## src/inc/cvcm_pkg.sv

```systemverilog
/*
 * cvcm_pkg: shared constants and carrier types for the channel value
 * combiner and threshold monitor block.
 * Assumes a 250 MHz system clock and signed two's complement values.
 */
package cvcm_pkg;

	// value format shared by channels, thresholds and the output
	localparam int VAL_W = 16;
	localparam logic signed [VAL_W-1:0] VAL_MAX = 16'sh7FFF;
	localparam logic signed [VAL_W-1:0] VAL_MIN = -16'sh7FFF - 16'sh0001;

	// index widths for channel and digital input selection
	localparam int CH_IDX_W = 3;
	localparam int DI_IDX_W = 3;

	// timing: one delay step, clock period, and the derived divider count
	localparam longint STEP_MS = 1;
	localparam longint CLK_PERIOD_PS = 4000;
	localparam longint PS_PER_MS = 64'd1_000_000_000;
	localparam int STEP_CYCLES = int'((STEP_MS * PS_PER_MS) / CLK_PERIOD_PS);
	localparam int DLY_W = 14;
	localparam logic [DLY_W-1:0] DLY_MAX_MS = 14'h2710; // 10000 ms

	// number of monitors and the error code they raise
	localparam int MON_N = 2;
	localparam logic [7:0] THR_ERR_CODE = 8'h0C; // E-12

	typedef enum logic [1:0]
	{
		CVCM_MON_OFF = 2'h0,
		CVCM_MON_ERR = 2'h1,
		CVCM_MON_STAT = 2'h2
	} cvcm_mon_type_t;

	typedef enum logic {CVCM_SEL_CMD = 1'b0, CVCM_SEL_FB = 1'b1} cvcm_sel_t;
	typedef enum logic {CVCM_FN_LT = 1'b0, CVCM_FN_GT = 1'b1} cvcm_fn_t;

	typedef struct packed
	{
		cvcm_mon_type_t mtype;
		cvcm_sel_t sel;
		cvcm_fn_t fn;
		logic signed [VAL_W-1:0] thresh;
		logic [DLY_W-1:0] delay_ms;
	} cvcm_mon_cfg_t;

	typedef enum logic [3:0]
	{
		CVCM_CB_PRIMARY = 4'h0,
		CVCM_CB_SECONDARY = 4'h1,
		CVCM_CB_ALT = 4'h2,
		CVCM_CB_ALT_INV = 4'h3,
		CVCM_CB_ALT_DIS = 4'h4,
		CVCM_CB_ALT_INV_DIS = 4'h5,
		CVCM_CB_MIN = 4'h6,
		CVCM_CB_MAX = 4'h7,
		CVCM_CB_OFFSET = 4'h8,
		CVCM_CB_OFFSET_BI = 4'h9
	} cvcm_cb_mode_t;

	typedef struct packed
	{
		cvcm_cb_mode_t mode;
		logic src_en;
		logic [CH_IDX_W-1:0] src_idx;
		logic di_en;
		logic [DI_IDX_W-1:0] di_idx;
	} cvcm_cb_cfg_t;

endpackage

```

## src/verilog/cvcm_core.sv

```systemverilog
/*
 * cvcm_core: two threshold monitors and the control value combiner of
 * one amplifier channel.
 * Assumes channel values, configuration and device state come from logic
 * on mclk; digital inputs are raw pins and are synchronised here.
 */
// Notes on behaviour
// - two independent monitors, identical settings each
// - type off: no compare, no flags
// - error mode sets threshold error output
// - status mode sets per-monitor status flag only
// - monitor watches command or feedback value
// - less-than or greater-than compare against threshold
// - 0 to 10000 ms delay, 1 ms steps
// - primary outputs own control value
// - secondary outputs source channel value
// - alternate: input active selects source, always
// - inverted alternate: input inactive selects source
// - disabled-only variants switch only while disabled
// - minimum mode outputs lower value
// - maximum mode outputs higher value
// - offset mode outputs own plus source
// - bidirectional offset adds away from zero
// - unassigned source uses no other channel
// - unassigned input: no digital input used
`timescale 1ns/1ns

module cvcm_core
	import cvcm_pkg::*;
#(
	parameter int NUM_CH = 4,
	parameter int NUM_DI = 8,
	parameter int TICK_CYCLES = STEP_CYCLES
)
(
	input wire logic mclk,
	input wire logic rst,
	input wire cvcm_mon_cfg_t mon_cfg [MON_N],
	input wire cvcm_cb_cfg_t cb_cfg,
	input wire logic signed [VAL_W-1:0] cmd_val,
	input wire logic signed [VAL_W-1:0] fb_val,
	input wire logic signed [VAL_W-1:0] own_val,
	input wire logic [NUM_CH-1:0][VAL_W-1:0] chan_val,
	input wire logic [NUM_DI-1:0] dig_in,
	input wire logic dev_active,
	output logic [MON_N-1:0] thr_stat_reg,
	output logic thr_err_reg,
	output logic [7:0] thr_err_code_reg,
	output logic signed [VAL_W-1:0] ctl_out_reg
);

	// the selection fields are fixed-width; refuse sizes they cannot reach
	if (NUM_CH < 1 || NUM_CH > (1 << CH_IDX_W))
		$error("cvcm_core: NUM_CH out of range");
	if (NUM_DI < 1 || NUM_DI > (1 << DI_IDX_W))
		$error("cvcm_core: NUM_DI out of range");
	if (TICK_CYCLES < 1)
		$error("cvcm_core: TICK_CYCLES must be at least one");

	////////////////////////////////////////////////////////////////////////
	// millisecond step enable

	logic [31:0] tick_cnt_reg;
	logic ms_tick_reg;
	wire tick_wrap = (tick_cnt_reg == 32'(TICK_CYCLES - 1));

	// one-cycle enable every step; all monitors share it to save counters
	always_ff @(posedge mclk)
	begin
		if (rst)
		begin
			tick_cnt_reg <= 32'h0000_0000;
			ms_tick_reg <= 1'b0;
		end
		else
		begin
			tick_cnt_reg <= tick_wrap ? 32'h0000_0000 : tick_cnt_reg + 32'h0000_0001;
			ms_tick_reg <= tick_wrap;
		end
	end

	////////////////////////////////////////////////////////////////////////
	// threshold monitors

	logic [MON_N-1:0] mon_act_reg;
	logic [MON_N-1:0] mon_raw;
	logic [MON_N-1:0] mon_is_err;
	logic [MON_N-1:0] mon_is_stat;

	for (genvar g = 0; g < MON_N; g++)
	begin : g_mon
		logic [DLY_W-1:0] dly_cnt_reg;
		wire mon_off = (mon_cfg[g].mtype == CVCM_MON_OFF);
		// pick the watched signal, then compare in the chosen direction
		wire logic signed [VAL_W-1:0] watched =
			(mon_cfg[g].sel == CVCM_SEL_FB) ? fb_val : cmd_val;
		wire below = watched < mon_cfg[g].thresh;
		wire above = watched > mon_cfg[g].thresh;
		assign mon_raw[g] = !mon_off &&
			((mon_cfg[g].fn == CVCM_FN_LT) ? below : above);
		assign mon_is_err[g] = mon_cfg[g].mtype == CVCM_MON_ERR;
		assign mon_is_stat[g] = mon_cfg[g].mtype == CVCM_MON_STAT;
		// settings above the longest delay are served as the longest
		wire [DLY_W-1:0] dly_lim = (mon_cfg[g].delay_ms > DLY_MAX_MS) ?
			DLY_MAX_MS : mon_cfg[g].delay_ms;
		wire dly_done = dly_cnt_reg >= dly_lim;

		// the filtered flag follows the raw compare only after the delay;
		// any return to agreement drops the count so the wait restarts
		always_ff @(posedge mclk)
		begin
			if (rst || mon_off)
			begin
				mon_act_reg[g] <= 1'b0;
				dly_cnt_reg <= '0;
			end
			else if (mon_raw[g] == mon_act_reg[g])
				dly_cnt_reg <= '0;
			else if (dly_done)
			begin
				mon_act_reg[g] <= mon_raw[g];
				dly_cnt_reg <= '0;
			end
			else if (ms_tick_reg)
				dly_cnt_reg <= dly_cnt_reg + 1'b1;
		end
	end

	// route each flag by its type; status flags stay per monitor, error flags are ORed into one
	wire [MON_N-1:0] stat_next = mon_act_reg & mon_is_stat;
	wire err_next = |(mon_act_reg & mon_is_err);

	always_ff @(posedge mclk)
	begin
		if (rst)
		begin
			thr_stat_reg <= '0;
			thr_err_reg <= 1'b0;
			thr_err_code_reg <= 8'h00;
		end
		else
		begin
			thr_stat_reg <= stat_next;
			thr_err_reg <= err_next;
			thr_err_code_reg <= err_next ? THR_ERR_CODE : 8'h00;
		end
	end

	////////////////////////////////////////////////////////////////////////
	// digital input synchroniser

	logic [NUM_DI-1:0] di_meta_reg;
	logic [NUM_DI-1:0] di_sync_reg;

	always_ff @(posedge mclk)
	begin
		if (rst)
		begin
			di_meta_reg <= '0;
			di_sync_reg <= '0;
		end
		else
		begin
			di_meta_reg <= dig_in;
			di_sync_reg <= di_meta_reg;
		end
	end

	////////////////////////////////////////////////////////////////////////
	// control value combiner

	// an unassigned or absent source falls back to the own value
	wire src_ok = cb_cfg.src_en && (32'(cb_cfg.src_idx) < NUM_CH);
	wire logic signed [VAL_W-1:0] src_val =
		src_ok ? $signed(chan_val[cb_cfg.src_idx]) : own_val;
	wire di_ok = cb_cfg.di_en && (32'(cb_cfg.di_idx) < NUM_DI);
	wire di_act = di_ok && di_sync_reg[cb_cfg.di_idx];
	wire dis_mode = (cb_cfg.mode == CVCM_CB_ALT_DIS) ||
		(cb_cfg.mode == CVCM_CB_ALT_INV_DIS);
	wire inv_mode = (cb_cfg.mode == CVCM_CB_ALT_INV) ||
		(cb_cfg.mode == CVCM_CB_ALT_INV_DIS);
	wire want_src = inv_mode ? !di_act : di_act;

	// remembered choice for the disabled-only variants
	logic use_src_reg;
	wire use_src_next = (dis_mode && dev_active) ? use_src_reg : want_src;

	always_ff @(posedge mclk)
	begin
		if (rst)
			use_src_reg <= 1'b0;
		else
			use_src_reg <= use_src_next;
	end

	// sums are one bit wider and clamp rather than wrap
	// bounds kept signed: an unsigned concatenation in the compare would
	// make every negative sum look huge and clamp it to the top
	wire logic signed [VAL_W:0] sat_hi = {VAL_MAX[VAL_W-1], VAL_MAX};
	wire logic signed [VAL_W:0] sat_lo = {VAL_MIN[VAL_W-1], VAL_MIN};
	wire logic signed [VAL_W:0] src_dir = (own_val < 0) ?
		-{src_val[VAL_W-1], src_val} : {src_val[VAL_W-1], src_val};
	wire logic signed [VAL_W:0] sum_bi =
		{own_val[VAL_W-1], own_val} + src_dir;
	wire logic signed [VAL_W:0] own_x = {own_val[VAL_W-1], own_val};
	wire logic signed [VAL_W:0] src_x = {src_val[VAL_W-1], src_val};
	wire logic signed [VAL_W:0] sum_sel =
		(cb_cfg.mode == CVCM_CB_OFFSET_BI) ? sum_bi : own_x + src_x;
	wire logic signed [VAL_W-1:0] sum_sat =
		(sum_sel > sat_hi) ? VAL_MAX :
		(sum_sel < sat_lo) ? VAL_MIN :
		sum_sel[VAL_W-1:0];

	logic signed [VAL_W-1:0] ctl_next;

	always_comb
	begin
		case (cb_cfg.mode)
			CVCM_CB_PRIMARY: ctl_next = own_val;
			CVCM_CB_SECONDARY: ctl_next = src_val;
			CVCM_CB_ALT, CVCM_CB_ALT_INV:
				ctl_next = want_src ? src_val : own_val;
			CVCM_CB_ALT_DIS, CVCM_CB_ALT_INV_DIS:
				ctl_next = use_src_next ? src_val : own_val;
			CVCM_CB_MIN:
				ctl_next = (src_val < own_val) ? src_val : own_val;
			CVCM_CB_MAX:
				ctl_next = (src_val > own_val) ? src_val : own_val;
			CVCM_CB_OFFSET, CVCM_CB_OFFSET_BI:
				ctl_next = src_ok ? sum_sat : own_val;
			default: ctl_next = own_val;
		endcase
	end

	always_ff @(posedge mclk)
	begin
		if (rst)
			ctl_out_reg <= '0;
		else
			ctl_out_reg <= ctl_next;
	end

	////////////////////////////////////////////////////////////////////////
	// checks

	property p_off_quiet;
		@(posedge mclk) disable iff (rst)
		(mon_cfg[0].mtype == CVCM_MON_OFF) [*2] |=> !thr_stat_reg[0];
	endproperty
	a_off_quiet: assert property (p_off_quiet)
		else $error("monitor off but status set");

	property p_err_code;
		@(posedge mclk) disable iff (rst)
		thr_err_reg |-> thr_err_code_reg == 8'h0C;
	endproperty
	a_err_code: assert property (p_err_code)
		else $error("threshold error without code 12");

	property p_stat_only;
		@(posedge mclk) disable iff (rst)
		(mon_cfg[1].mtype == CVCM_MON_STAT) [*2] |=>
			thr_stat_reg[1] == $past(mon_act_reg[1]);
	endproperty
	a_stat_only: assert property (p_stat_only)
		else $error("status flag does not follow monitor");

	property p_zero_delay;
		@(posedge mclk) disable iff (rst)
		(mon_cfg[0].delay_ms == '0 && mon_cfg[0].mtype != CVCM_MON_OFF &&
			mon_raw[0] != mon_act_reg[0]) |=> mon_act_reg[0] == $past(mon_raw[0]);
	endproperty
	a_zero_delay: assert property (p_zero_delay)
		else $error("zero delay monitor did not follow at once");

	property p_no_early;
		@(posedge mclk) disable iff (rst)
		(mon_cfg[0].delay_ms != '0 && mon_raw[0] != mon_act_reg[0] &&
			g_mon[0].dly_cnt_reg == '0) |=> $stable(mon_act_reg[0]);
	endproperty
	a_no_early: assert property (p_no_early)
		else $error("monitor flag changed before delay");

	property p_primary;
		@(posedge mclk) disable iff (rst)
		cb_cfg.mode == CVCM_CB_PRIMARY |=> ctl_out_reg == $past(own_val);
	endproperty
	a_primary: assert property (p_primary)
		else $error("primary output is not own value");

	property p_unassigned;
		@(posedge mclk) disable iff (rst)
		(!cb_cfg.src_en && cb_cfg.mode != CVCM_CB_PRIMARY) |=>
			ctl_out_reg == $past(own_val);
	endproperty
	a_unassigned: assert property (p_unassigned)
		else $error("unassigned source altered output");

	property p_hold_active;
		@(posedge mclk) disable iff (rst)
		(dis_mode && dev_active) |=> $stable(use_src_reg);
	endproperty
	a_hold_active: assert property (p_hold_active)
		else $error("source choice changed while active");

	property p_min;
		@(posedge mclk) disable iff (rst)
		cb_cfg.mode == CVCM_CB_MIN |=>
			ctl_out_reg <= $past(own_val) && ctl_out_reg <= $past(src_val);
	endproperty
	a_min: assert property (p_min)
		else $error("minimum mode picked the higher value");

	property p_max;
		@(posedge mclk) disable iff (rst)
		cb_cfg.mode == CVCM_CB_MAX |=>
			ctl_out_reg >= $past(own_val) && ctl_out_reg >= $past(src_val);
	endproperty
	a_max: assert property (p_max)
		else $error("maximum mode picked the lower value");

	property p_no_di;
		@(posedge mclk) disable iff (rst)
		(!cb_cfg.di_en && cb_cfg.mode == CVCM_CB_ALT) |=>
			ctl_out_reg == $past(own_val);
	endproperty
	a_no_di: assert property (p_no_di)
		else $error("unassigned input still switched source");

endmodule // cvcm_core

```

## config.mk

```make
export PLATFORM = sky130hd
export DESIGN_NAME = cvcm_core
export DESIGN_NICKNAME = d
export VERILOG_FILES = /design/src/inc/cvcm_pkg.sv /design/src/verilog/cvcm_core.sv
export SDC_FILE = /design/constraint.sdc
export NUM_CORES = 1
export LEC_CHECK = 0
export CAP_MARGIN = 5
export CORE_MARGIN = 4
export CORE_UTILIZATION = 30
export CTS_BUF_LIST = sky130_fd_sc_hd__clkbuf_8
export DETAILED_ROUTE_END_ITERATION = 7
export DONT_BUFFER_PORTS = 1
export GPL_ROUTABILITY_DRIVEN = 0
export RECOVER_POWER = 100
export SKIP_LAST_GASP = 1
export SLEW_MARGIN = 20
export SYNTH_ARGS = -nofsm -noshare
export SYNTH_HDL_FRONTEND = slang
export SYNTH_SLANG_ARGS = --single-unit
```

## constraint.sdc

```tcl
create_clock -name mclk -period 13.75 [get_ports mclk]
set_input_delay 0 -clock mclk [delete_from_list [all_inputs] [get_ports mclk]]
set_output_delay 0 -clock mclk [all_outputs]
set_load 0.02 [all_outputs]
```

==> metrics.json, run 1 <==
{
  "cts_inserted_buffers": 9,
  "cp_max_stage_delay_ns": 0.74,
  "route.vias.total": 9132,
  "fmax_ghz": 0.171,
  "core_um2": 32600,
  "largest_family_of_logic_cells_by_synthesized_area": "simple AND/OR/NAND/NOR gates",
  "peakVddDrop_mv": 0.0431,
  "via_per_inst": 5.36,
  "path_class": "input pin to flip-flop",
  "final.setup_skew_ns": 0.0132,
  "static_leak_nw": 4.41,
  "cts.repair.resized": 0,
  "async_set_reset_flop_share_out_of_synthesis_pct": 0,
  "fin_crit_ns": 5.86,
  "nFillCells": 3420,
  "detail_route.first_pass.iterations": 5,
  "synth_ff_type": "dfxtp_1",
  "clkTransAtPathRegs_ns": 0.12,
  "grt_first_pass_wirelength_um": 46800,
  "layout-area-overhead-vs-synth_pct": 9.22,
  "maximum_level_of_the_cts_h_tree": 3,
  "yosys_register_bits": 99,
  "grtUsageMet1_pct": 21.4,
  "route.detailed.drc": 0,
  "grt_start_max_net_pins": 32,
  "crit_path_max_fanout": 9,
  "synthAdderAreaFrac_pct": 14.5,
  "critical_path_required_ns": 14.04,
  "synthMuxAreaShare_pct": 9.95,
  "iteration_0_drc_markers": 622,
  "final_max_tran_viols": 62,
  "yosysUniqueCellTypes": 95,
  "post-route-util_pct": 33.3,
  "ys_seq_area_share_pct": 20.0,
  "synth_warnings": 0,
  "status": "complete, but fails checks",
  "synth_xor_area_share_pct": 8.83,
  "critical-path-top-delay-family": "compound AO/OA/AOI/OAI gates",
  "grt_util_met3_pct": 2.95,
  "worstSetupEndpointType": "flip-flop",
  "dp_hpwl_um": 24000,
  "final_nets": 1572,
  "fin_tns_setup_ns": 0,
  "initial_core_util_pct": 30.4,
  "post-route-period-util_pct": 42.6,
  "setup_violations": 0,
  "synth-compound-area-share_pct": 17.5,
  "antenna_found_initial": 0,
  "average_cell_area_after_synthesis_um2": 7.96,
  "antenna_cells_inserted": 0,
  "startpoint_class": "input pin",
  "postSynthCellCount": 1247,
  "use_met2_pct": 26.1,
  "grt_busiest_layer": "met2",
  "crit_path_cell_trace": "or2b_1, a222oi_1, ha_1, and4_1, a31oi_1, or4b_1, nand2_1, xnor2_1, ha_1, and2_0, nor2b_1, a211oi_1, nand4_1, a2111oi_0, nor2_2, a21oi_1, nor2_1, nand3_1, a21oi_1, dlygate4sd3_1",
  "synth-edff-count": 0,
  "place.port_buffers": 0,
  "worstSkewPairLatency_ns": 0.39,
  "die_area_um2": 36100,
  "post_synth_instance_area_um2": 9930,
  "cap_viol_max_count": 2,
  "hold_path.class": "input pin to flip-flop",
  "share_of_layout_cells_above_drive_strength_1_pct": 7.53,
  "timing_hold_violations_final": 0,
  "clock-root-buffer": "clkbuf_8",
  "number_of_global_route_vias_before_repair": 8779,
  "crit_slowest_cell": "a222oi_1",
  "worstPathBufferInverterCount": 1,
  "synthSimpleGateAreaFrac_pct": 23.0,
  "postRouteWirelength_um": 30200,
  "numClockSinks": 99,
  "tritoncts": "built",
  "clk_path_buf_depth": 2,
  "largest_reg_flops": 32,
  "slew_headroom_pct": -10.7,
  "rows": 66,
  "power_density_nw_per_um2": 79.9,
  "globalRoute.totalOverflow": 0,
  "worst_slew_pin_slew_ns": 1.66,
  "global_route.usage.total_pct": 16.1,
  "failing_checks": "max-capacitance violations, max-slew violations",
  "die_width_um": 190,
  "die_height_um": 190,
  "route.antenna.remaining_nets": 0,
  "floorplan.io_pins": 230,
  "avgRoutedWirePerCell_um": 17.7,
  "critPathArrivalTime_ns": 6.15,
  "rsz0062_at_grt": "false"
}
final timing paths:
kind	startpoint	to	slack, ns	cells past startpoint
worst max-delay path	cb_cfg[7]	ctl_out_reg[15]$_SDFF_PP0_	7.89	20
worst min-delay path	own_val[9]	ctl_out_reg[9]$_SDFF_PP0_	0.05	2
worst min register to register	di_meta_reg[1]$_SDFF_PP0_	di_sync_reg[1]$_SDFF_PP0_	0.45	1
worst max register to register	di_sync_reg[5]$_SDFF_PP0_	ctl_out_reg[15]$_SDFF_PP0_	10.00	13
cells in the final DEF (no fill, tap or decap), types with 10 or more instances in the layout:
master         synthesis  final
nand2b_1              12     12
nand3_1               25     25
a21o_1                19     19
xor2_1                31     31
a21oi_1               75     76
o22ai_1               16     16
mux4_2                17     17
and3_1                20     20
nor2b_1               29     28
mux2i_1               18     18
xnor2_1               66     65
dlygate4sd3_1          0     37
a31oi_1               10     10
nand4_1               30     30
o21a_1                13     13
o21ai_0               41     49
mux2_2                34     33
nor2_1               121    122
dfxtp_1               99     99
inv_1                 97     97
nor3_1                47     47
ha_1                 111    111
nand2_1              108    108
or3_1                 10     10
cell usage after synthesis (20+ instances only):
| cell | number | share of area (%) |
|---|---|---|
| a21oi_1 | 75 | 3.8 |
| and3_1 | 20 | 1.3 |
| clkbuf_1 | 25 | 0.94 |
| dfxtp_1 | 99 | 20 |
| ha_1 | 111 | 14 |
| inv_1 | 97 | 3.7 |
| mux2_2 | 34 | 3.9 |
| nand2_1 | 108 | 4.1 |
| nand3_1 | 25 | 1.3 |
| nand4_1 | 30 | 1.9 |
| nor2_1 | 121 | 4.6 |
| nor2b_1 | 29 | 1.8 |
| nor3_1 | 47 | 2.4 |
| o21ai_0 | 41 | 2.1 |
| xnor2_1 | 66 | 5.8 |
| xor2_1 | 31 | 2.7 |
power breakdown:
part           internal, W  switching, W
combinational     0.000140      0.000203
sequential        0.000295     0.0000143
clock            0.0000910      0.000124
routing by layer:
metal  part of all wire (%)  wire length (um)
met5                      0                 0
met4                    2.8               837
met3                    8.2              2470
met2                     46             13800
met1                     43             13000
logic make-up (layout without fill, tap and decap cells):
| kind of cell | count (synthesis) | count (layout) |
|---|---|---|
| buffers and inverters | 146 | 155 |
| multiplexers | 72 | 72 |
| flip-flops | 99 | 99 |
| AO/OA/AOI/OAI | 261 | 261 |
| adder cells (fa/ha/maj) | 114 | 114 |
| AND/OR/NAND/NOR | 456 | 456 |
| XOR/XNOR | 98 | 98 |
| other | 1 | 6 |
timing repair:
action | 4_1_cts | 5_1_grt
hold buffers | 38 | 0
hold endpoints to repair | 54 | 0
buffers inserted | 0 | 0
metrics by stage:
| stage | instances | total power (W) | setup slack, ns | area [um2] | hold slack, ns |
|---|---|---|---|---|---|
| floorplan | 1252 | 0.000576 | 9.09 | 9950 | 0.0757 |
| global placement | 1649 | 0.000639 | 8.78 | 10300 | 0.0770 |
| detailed placement | 1649 | 0.000643 | 8.62 | 10300 | 0.0778 |
| CTS | 1703 | 0.000874 | 8.78 | 10900 | 0.0103 |
| global route | 1703 | 0.000921 | 7.46 | 10800 | 0.0478 |
| finish | 1703 | 0.000867 | 7.89 | 10800 | 0.0471 |
area by class of cell:
type                    count  area, um2  area share, %
multi-input cells        1007       7320           67.4
repair buffers             42        400           3.69
clock buffers               9        124           1.14
inverters                  97        364           3.36
well taps                 442        553           5.10
flip-flops and latches     99       1980           18.3
clock inverters             7        108          0.992
Note: power is estimated with default switching activity, not from simulation.
==> run 2, diff against run 1 <==
--- a/config.mk
+++ b/config.mk
@@ -5,6 +5,7 @@
 export SDC_FILE = /design/constraint.sdc
 export NUM_CORES = 1
 export LEC_CHECK = 0
+export ABC_AREA = 1
 export CAP_MARGIN = 5
 export CORE_MARGIN = 4
 export CORE_UTILIZATION = 30
==> constraint.sdc (replaced) <==
create_clock -name mclk -period 5.2 [get_ports mclk]
set_input_delay 0 -clock mclk [delete_from_list [all_inputs] [get_ports mclk]]
set_output_delay 0 -clock mclk [all_outputs]
set_load 0.02 [all_outputs]
==> run 2 against run 1 <==
Effect of this change: the flow now finishes without violations; critical path depth grew 3; clock skew decreased by 0.0012 ns; worst hold slack worse by 0.011 ns; clock power up 150%; utilization fell by 0.17 points; synthesized area up 3.6%; die area is 3.4% higher; sequential power rose to 2.6 times the previous value; register-to-register slack worse by 8.2 ns; worst setup slack lost 7.1 ns; highest routed layer unchanged.
==> metrics.json, run 2 <==
{
  "setup_violations": 0,
  "share_of_layout_cells_above_drive_strength_1_pct": 3.47,
  "route.vias.total": 10500,
  "worst-r2r-cell-count": 16,
  "worstSkewPairLatency_ns": 0.38,
  "postRouteWirelength_um": 30200,
  "rsz0062_at_grt": "false",
  "yosys.cell_count.top_type": "nand2_1",
  "p_clk_share_pct": 25.1,
  "synth_warnings": 0,
  "crit-reg2reg-capture": "mon_act_reg[0]$_SDFFE_PP0P_",
  "power_switching_share_pct": 37.9,
  "post-route-period-util_pct": 85.6,
  "hold_path.class": "input pin to flip-flop",
  "yosys_register_bits": 99,
  "hold_start": "cb_cfg[9]",
  "die_height_um": 193,
  "comb_power_share_pct": 36.6,
  "average_cell_area_after_synthesis_um2": 6.10,
  "number_of_global_route_vias_before_repair": 10000,
  "p_seq_share_pct": 38.4,
  "initial_core_util_pct": 30.5,
  "critical_path_required_ns": 5.48,
  "cap_viol_max_count": 0,
  "power_density_nw_per_um2": 189,
  "slew_headroom_pct": 36.9,
  "maximum_level_of_the_cts_h_tree": 3,
  "status": "complete, no violations",
  "final_design_area_no_fill_um2": 11100,
  "yosys-top-cells-count": "nand2_1, inv_1, nor2_1, ha_1, a21oi_1",
  "grt_start_max_net_pins": 34,
  "cts_inserted_buffers": 9,
  "most_frequent_cells_in_the_layout": "nand2_1, inv_1, nor2_1, a21oi_1, ha_1",
  "globalRoute.totalOverflow": 0,
  "tritoncts": "built",
  "most_common_library_cell_in_the_layout_ignoring_fill_and_taps": "nand2_1",
  "ys_seq_area_share_pct": 19.3,
  "route.detailed.drc": 0,
  "critPathArrivalTime_ns": 4.72,
  "cts_post_setup_buffers_inserted": 0,
  "layout-area-overhead-vs-synth_pct": 8.39,
  "net_load_switching_power_w": 0.000799,
  "rows": 67,
  "global_route.usage.total_pct": 15.7,
  "peakVddDrop_mv": 0.0987,
  "worstSetupEndpointType": "flip-flop",
  "timing.rr.start": "g_mon[0].dly_cnt_reg[5]$_SDFFE_PP0P_",
  "async_set_reset_flop_share_out_of_synthesis_pct": 0,
  "synth_ff_type": "dfxtp_1",
  "clkTransAtPathRegs_ns": 0.10,
  "startpoint_class": "input pin",
  "avgRoutedWirePerCell_um": 14.1,
  "regToRegSetupSlack_ns": 1.82,
  "dpl_cell_area_um2": 10600,
  "grt_first_pass_wirelength_um": 48200,
  "yosysUniqueCellTypes": 59,
  "numClockSinks": 99,
  "cts.repair.resized": 0,
  "min_to": "use_src_reg$_SDFF_PP0_",
  "floorplan.io_pins": 230,
  "post_synth_instance_area_um2": 10300,
  "synth_largest_type_area_fraction_pct": 19.3,
  "iteration_0_drc_markers": 556,
  "die_area_um2": 37300,
  "antenna_found_initial": 1,
  "final_nets": 2011,
  "route.antenna.remaining_nets": 0,
  "clock-root-buffer": "clkbuf_8",
  "via_per_inst": 4.88,
  "detail_route.first_pass.iterations": 5,
  "static_leak_nw": 5.42,
  "timing_hold_violations_final": 0,
  "fin_tns_setup_ns": 0,
  "synth_top_cells_by_area": "dfxtp_1, nand2_1, ha_1, inv_1, nor2_1",
  "synth-edff-count": 0,
  "dp_hpwl_um": 24500,
  "nFillCells": 3780,
  "min_path_cells": 5,
  "synth_area_leader_cell": "dfxtp_1",
  "fin_crit_ns": 4.45,
  "fmax_ghz": 0.225,
  "largest_reg_flops": 32,
  "crit_path_max_fanout": 31,
  "path_class": "input pin to flip-flop",
  "worst_slew_pin_slew_ns": 0.943,
  "postSynthCellCount": 1686,
  "power_report.internal_total_w": 0.00131,
  "core_um2": 33700,
  "clk_path_buf_depth": 2,
  "final.setup_skew_ns": 0.0120,
  "die_width_um": 193,
  "final_max_tran_viols": 0,
  "place.port_buffers": 0
}
## run 2: changes by cell type after synthesis, sizes merged, moves of 35 or more
| cell | previous run | this run |
|---|---|---|
| xnor2 | 67 | 16 |
| a21oi | 77 | 120 |
| o21ai | 51 | 113 |
| inv | 97 | 281 |
| nor2 | 123 | 203 |
| nand2 | 109 | 424 |
| nand3 | 26 | 85 |
| mux2 | 35 | 0 |
## run 2: kinds of logic after synthesis
logic type,after synthesis,synth area share [%]
xor gates and xnor gates,50,4.26
muxes,2,0.195
other,1,0.0365
AOI/OAI and AO/OA,293,16.3
and+or+nand+nor,796,32.8
DFF,99,19.3
adders and majority gates,113,13.9
buffers and inverters,332,13.2
## run 2: repair_timing
item | 4_1_cts | 5_1_grt
setup endpoints to repair | 0 | 0
endpoints found under the hold margin | 39 | 0
hold buffers | 38 | 0
## run 2: layout make-up
type                            instances  area [um2]  share of cell area [%]
Timing Repair Buffer                   43         410                    3.68
Antenna cell                            1        2.50                  0.0224
Clock inverter                          5        58.8                   0.527
Clock buffer                           11         151                    1.36
Inverter                              282        1060                    9.52
Tap cell                              448         561                    5.03
Multi-Input combinational cell       1260        6920                    62.1
Sequential cell                        99        1980                    17.8
## run 2: power by group through the flow
stage	sequential (W)	combinational, W	clock [W]
floorplan	0.000818	0.000603	0
global placement	0.000829	0.000727	0
detailed placement	0.000828	0.000738	0
CTS	0.000810	0.000771	0.000551
global route	0.000813	0.000883	0.000578
finish	0.000809	0.000771	0.000528
## run 2: worst max-delay path: stages
cell	delay, ns
inv_1	0.04
nor2_4	0.38
inv_2	0.39
nand2_1	0.14
nand2_1	0.16
nor3_1	0.48
nor2_1	0.13
a21oi_1	0.18
xnor2_1	0.14
ha_1	0.31
a21oi_1	0.15
o21a_1	0.13
nand2_1	0.08
a21boi_0	0.30
o21ai_0	0.25
a21oi_1	0.22
nand3_1	0.10
nand3_1	0.08
o21ai_0	0.15
a21oi_2	0.64
nand2_1	0.12
nand2_1	0.11
a21oi_2	0.05
## run 2: worst max-delay path by stage
stage,start,to,slack [ns],depth (start not counted)
6_report,cb_cfg[7],ctl_out_reg[9]$_SDFF_PP0_,0.75,23
5_1_grt,cb_cfg[7],ctl_out_reg[10]$_SDFF_PP0_,0.25,23
4_1_cts,cb_cfg[7],ctl_out_reg[15]$_SDFF_PP0_,1.00,26
3_5_place_dp,cb_cfg[7],ctl_out_reg[3]$_SDFF_PP0_,0.77,23
3_3_place_gp,cb_cfg[7],ctl_out_reg[14]$_SDFF_PP0_,0.90,23
2_1_floorplan,cb_cfg[4],ctl_out_reg[10]$_SDFF_PP0_,1.70,28
## run 2: metal layers
layer,vias to the layer above,share of wire (%),GRT usage (%)
met5,-,0,0
met4,0,1.8,4.41
met3,37,6.5,2.88
met2,287,46,26.3
met1,4754,46,20.7
li1,5415,-,-
## run 2: metrics by stage
stage | total power, W | utilization (%) | setup WS, ns | cells | hold slack [ns]
after floorplan | 0.00142 | - | 1.70 | 1691 | 0.0764
after global placement | 0.00156 | 31.5 | 0.896 | 2093 | 0.0761
after detailed placement | 0.00157 | 31.5 | 0.766 | 2093 | 0.0793
after CTS | 0.00213 | 33.2 | 1.00 | 2147 | 0.00356
after global routing | 0.00227 | 33.1 | 0.255 | 2149 | 0.0840
final | 0.00211 | 33.1 | 0.751 | 2149 | 0.0362
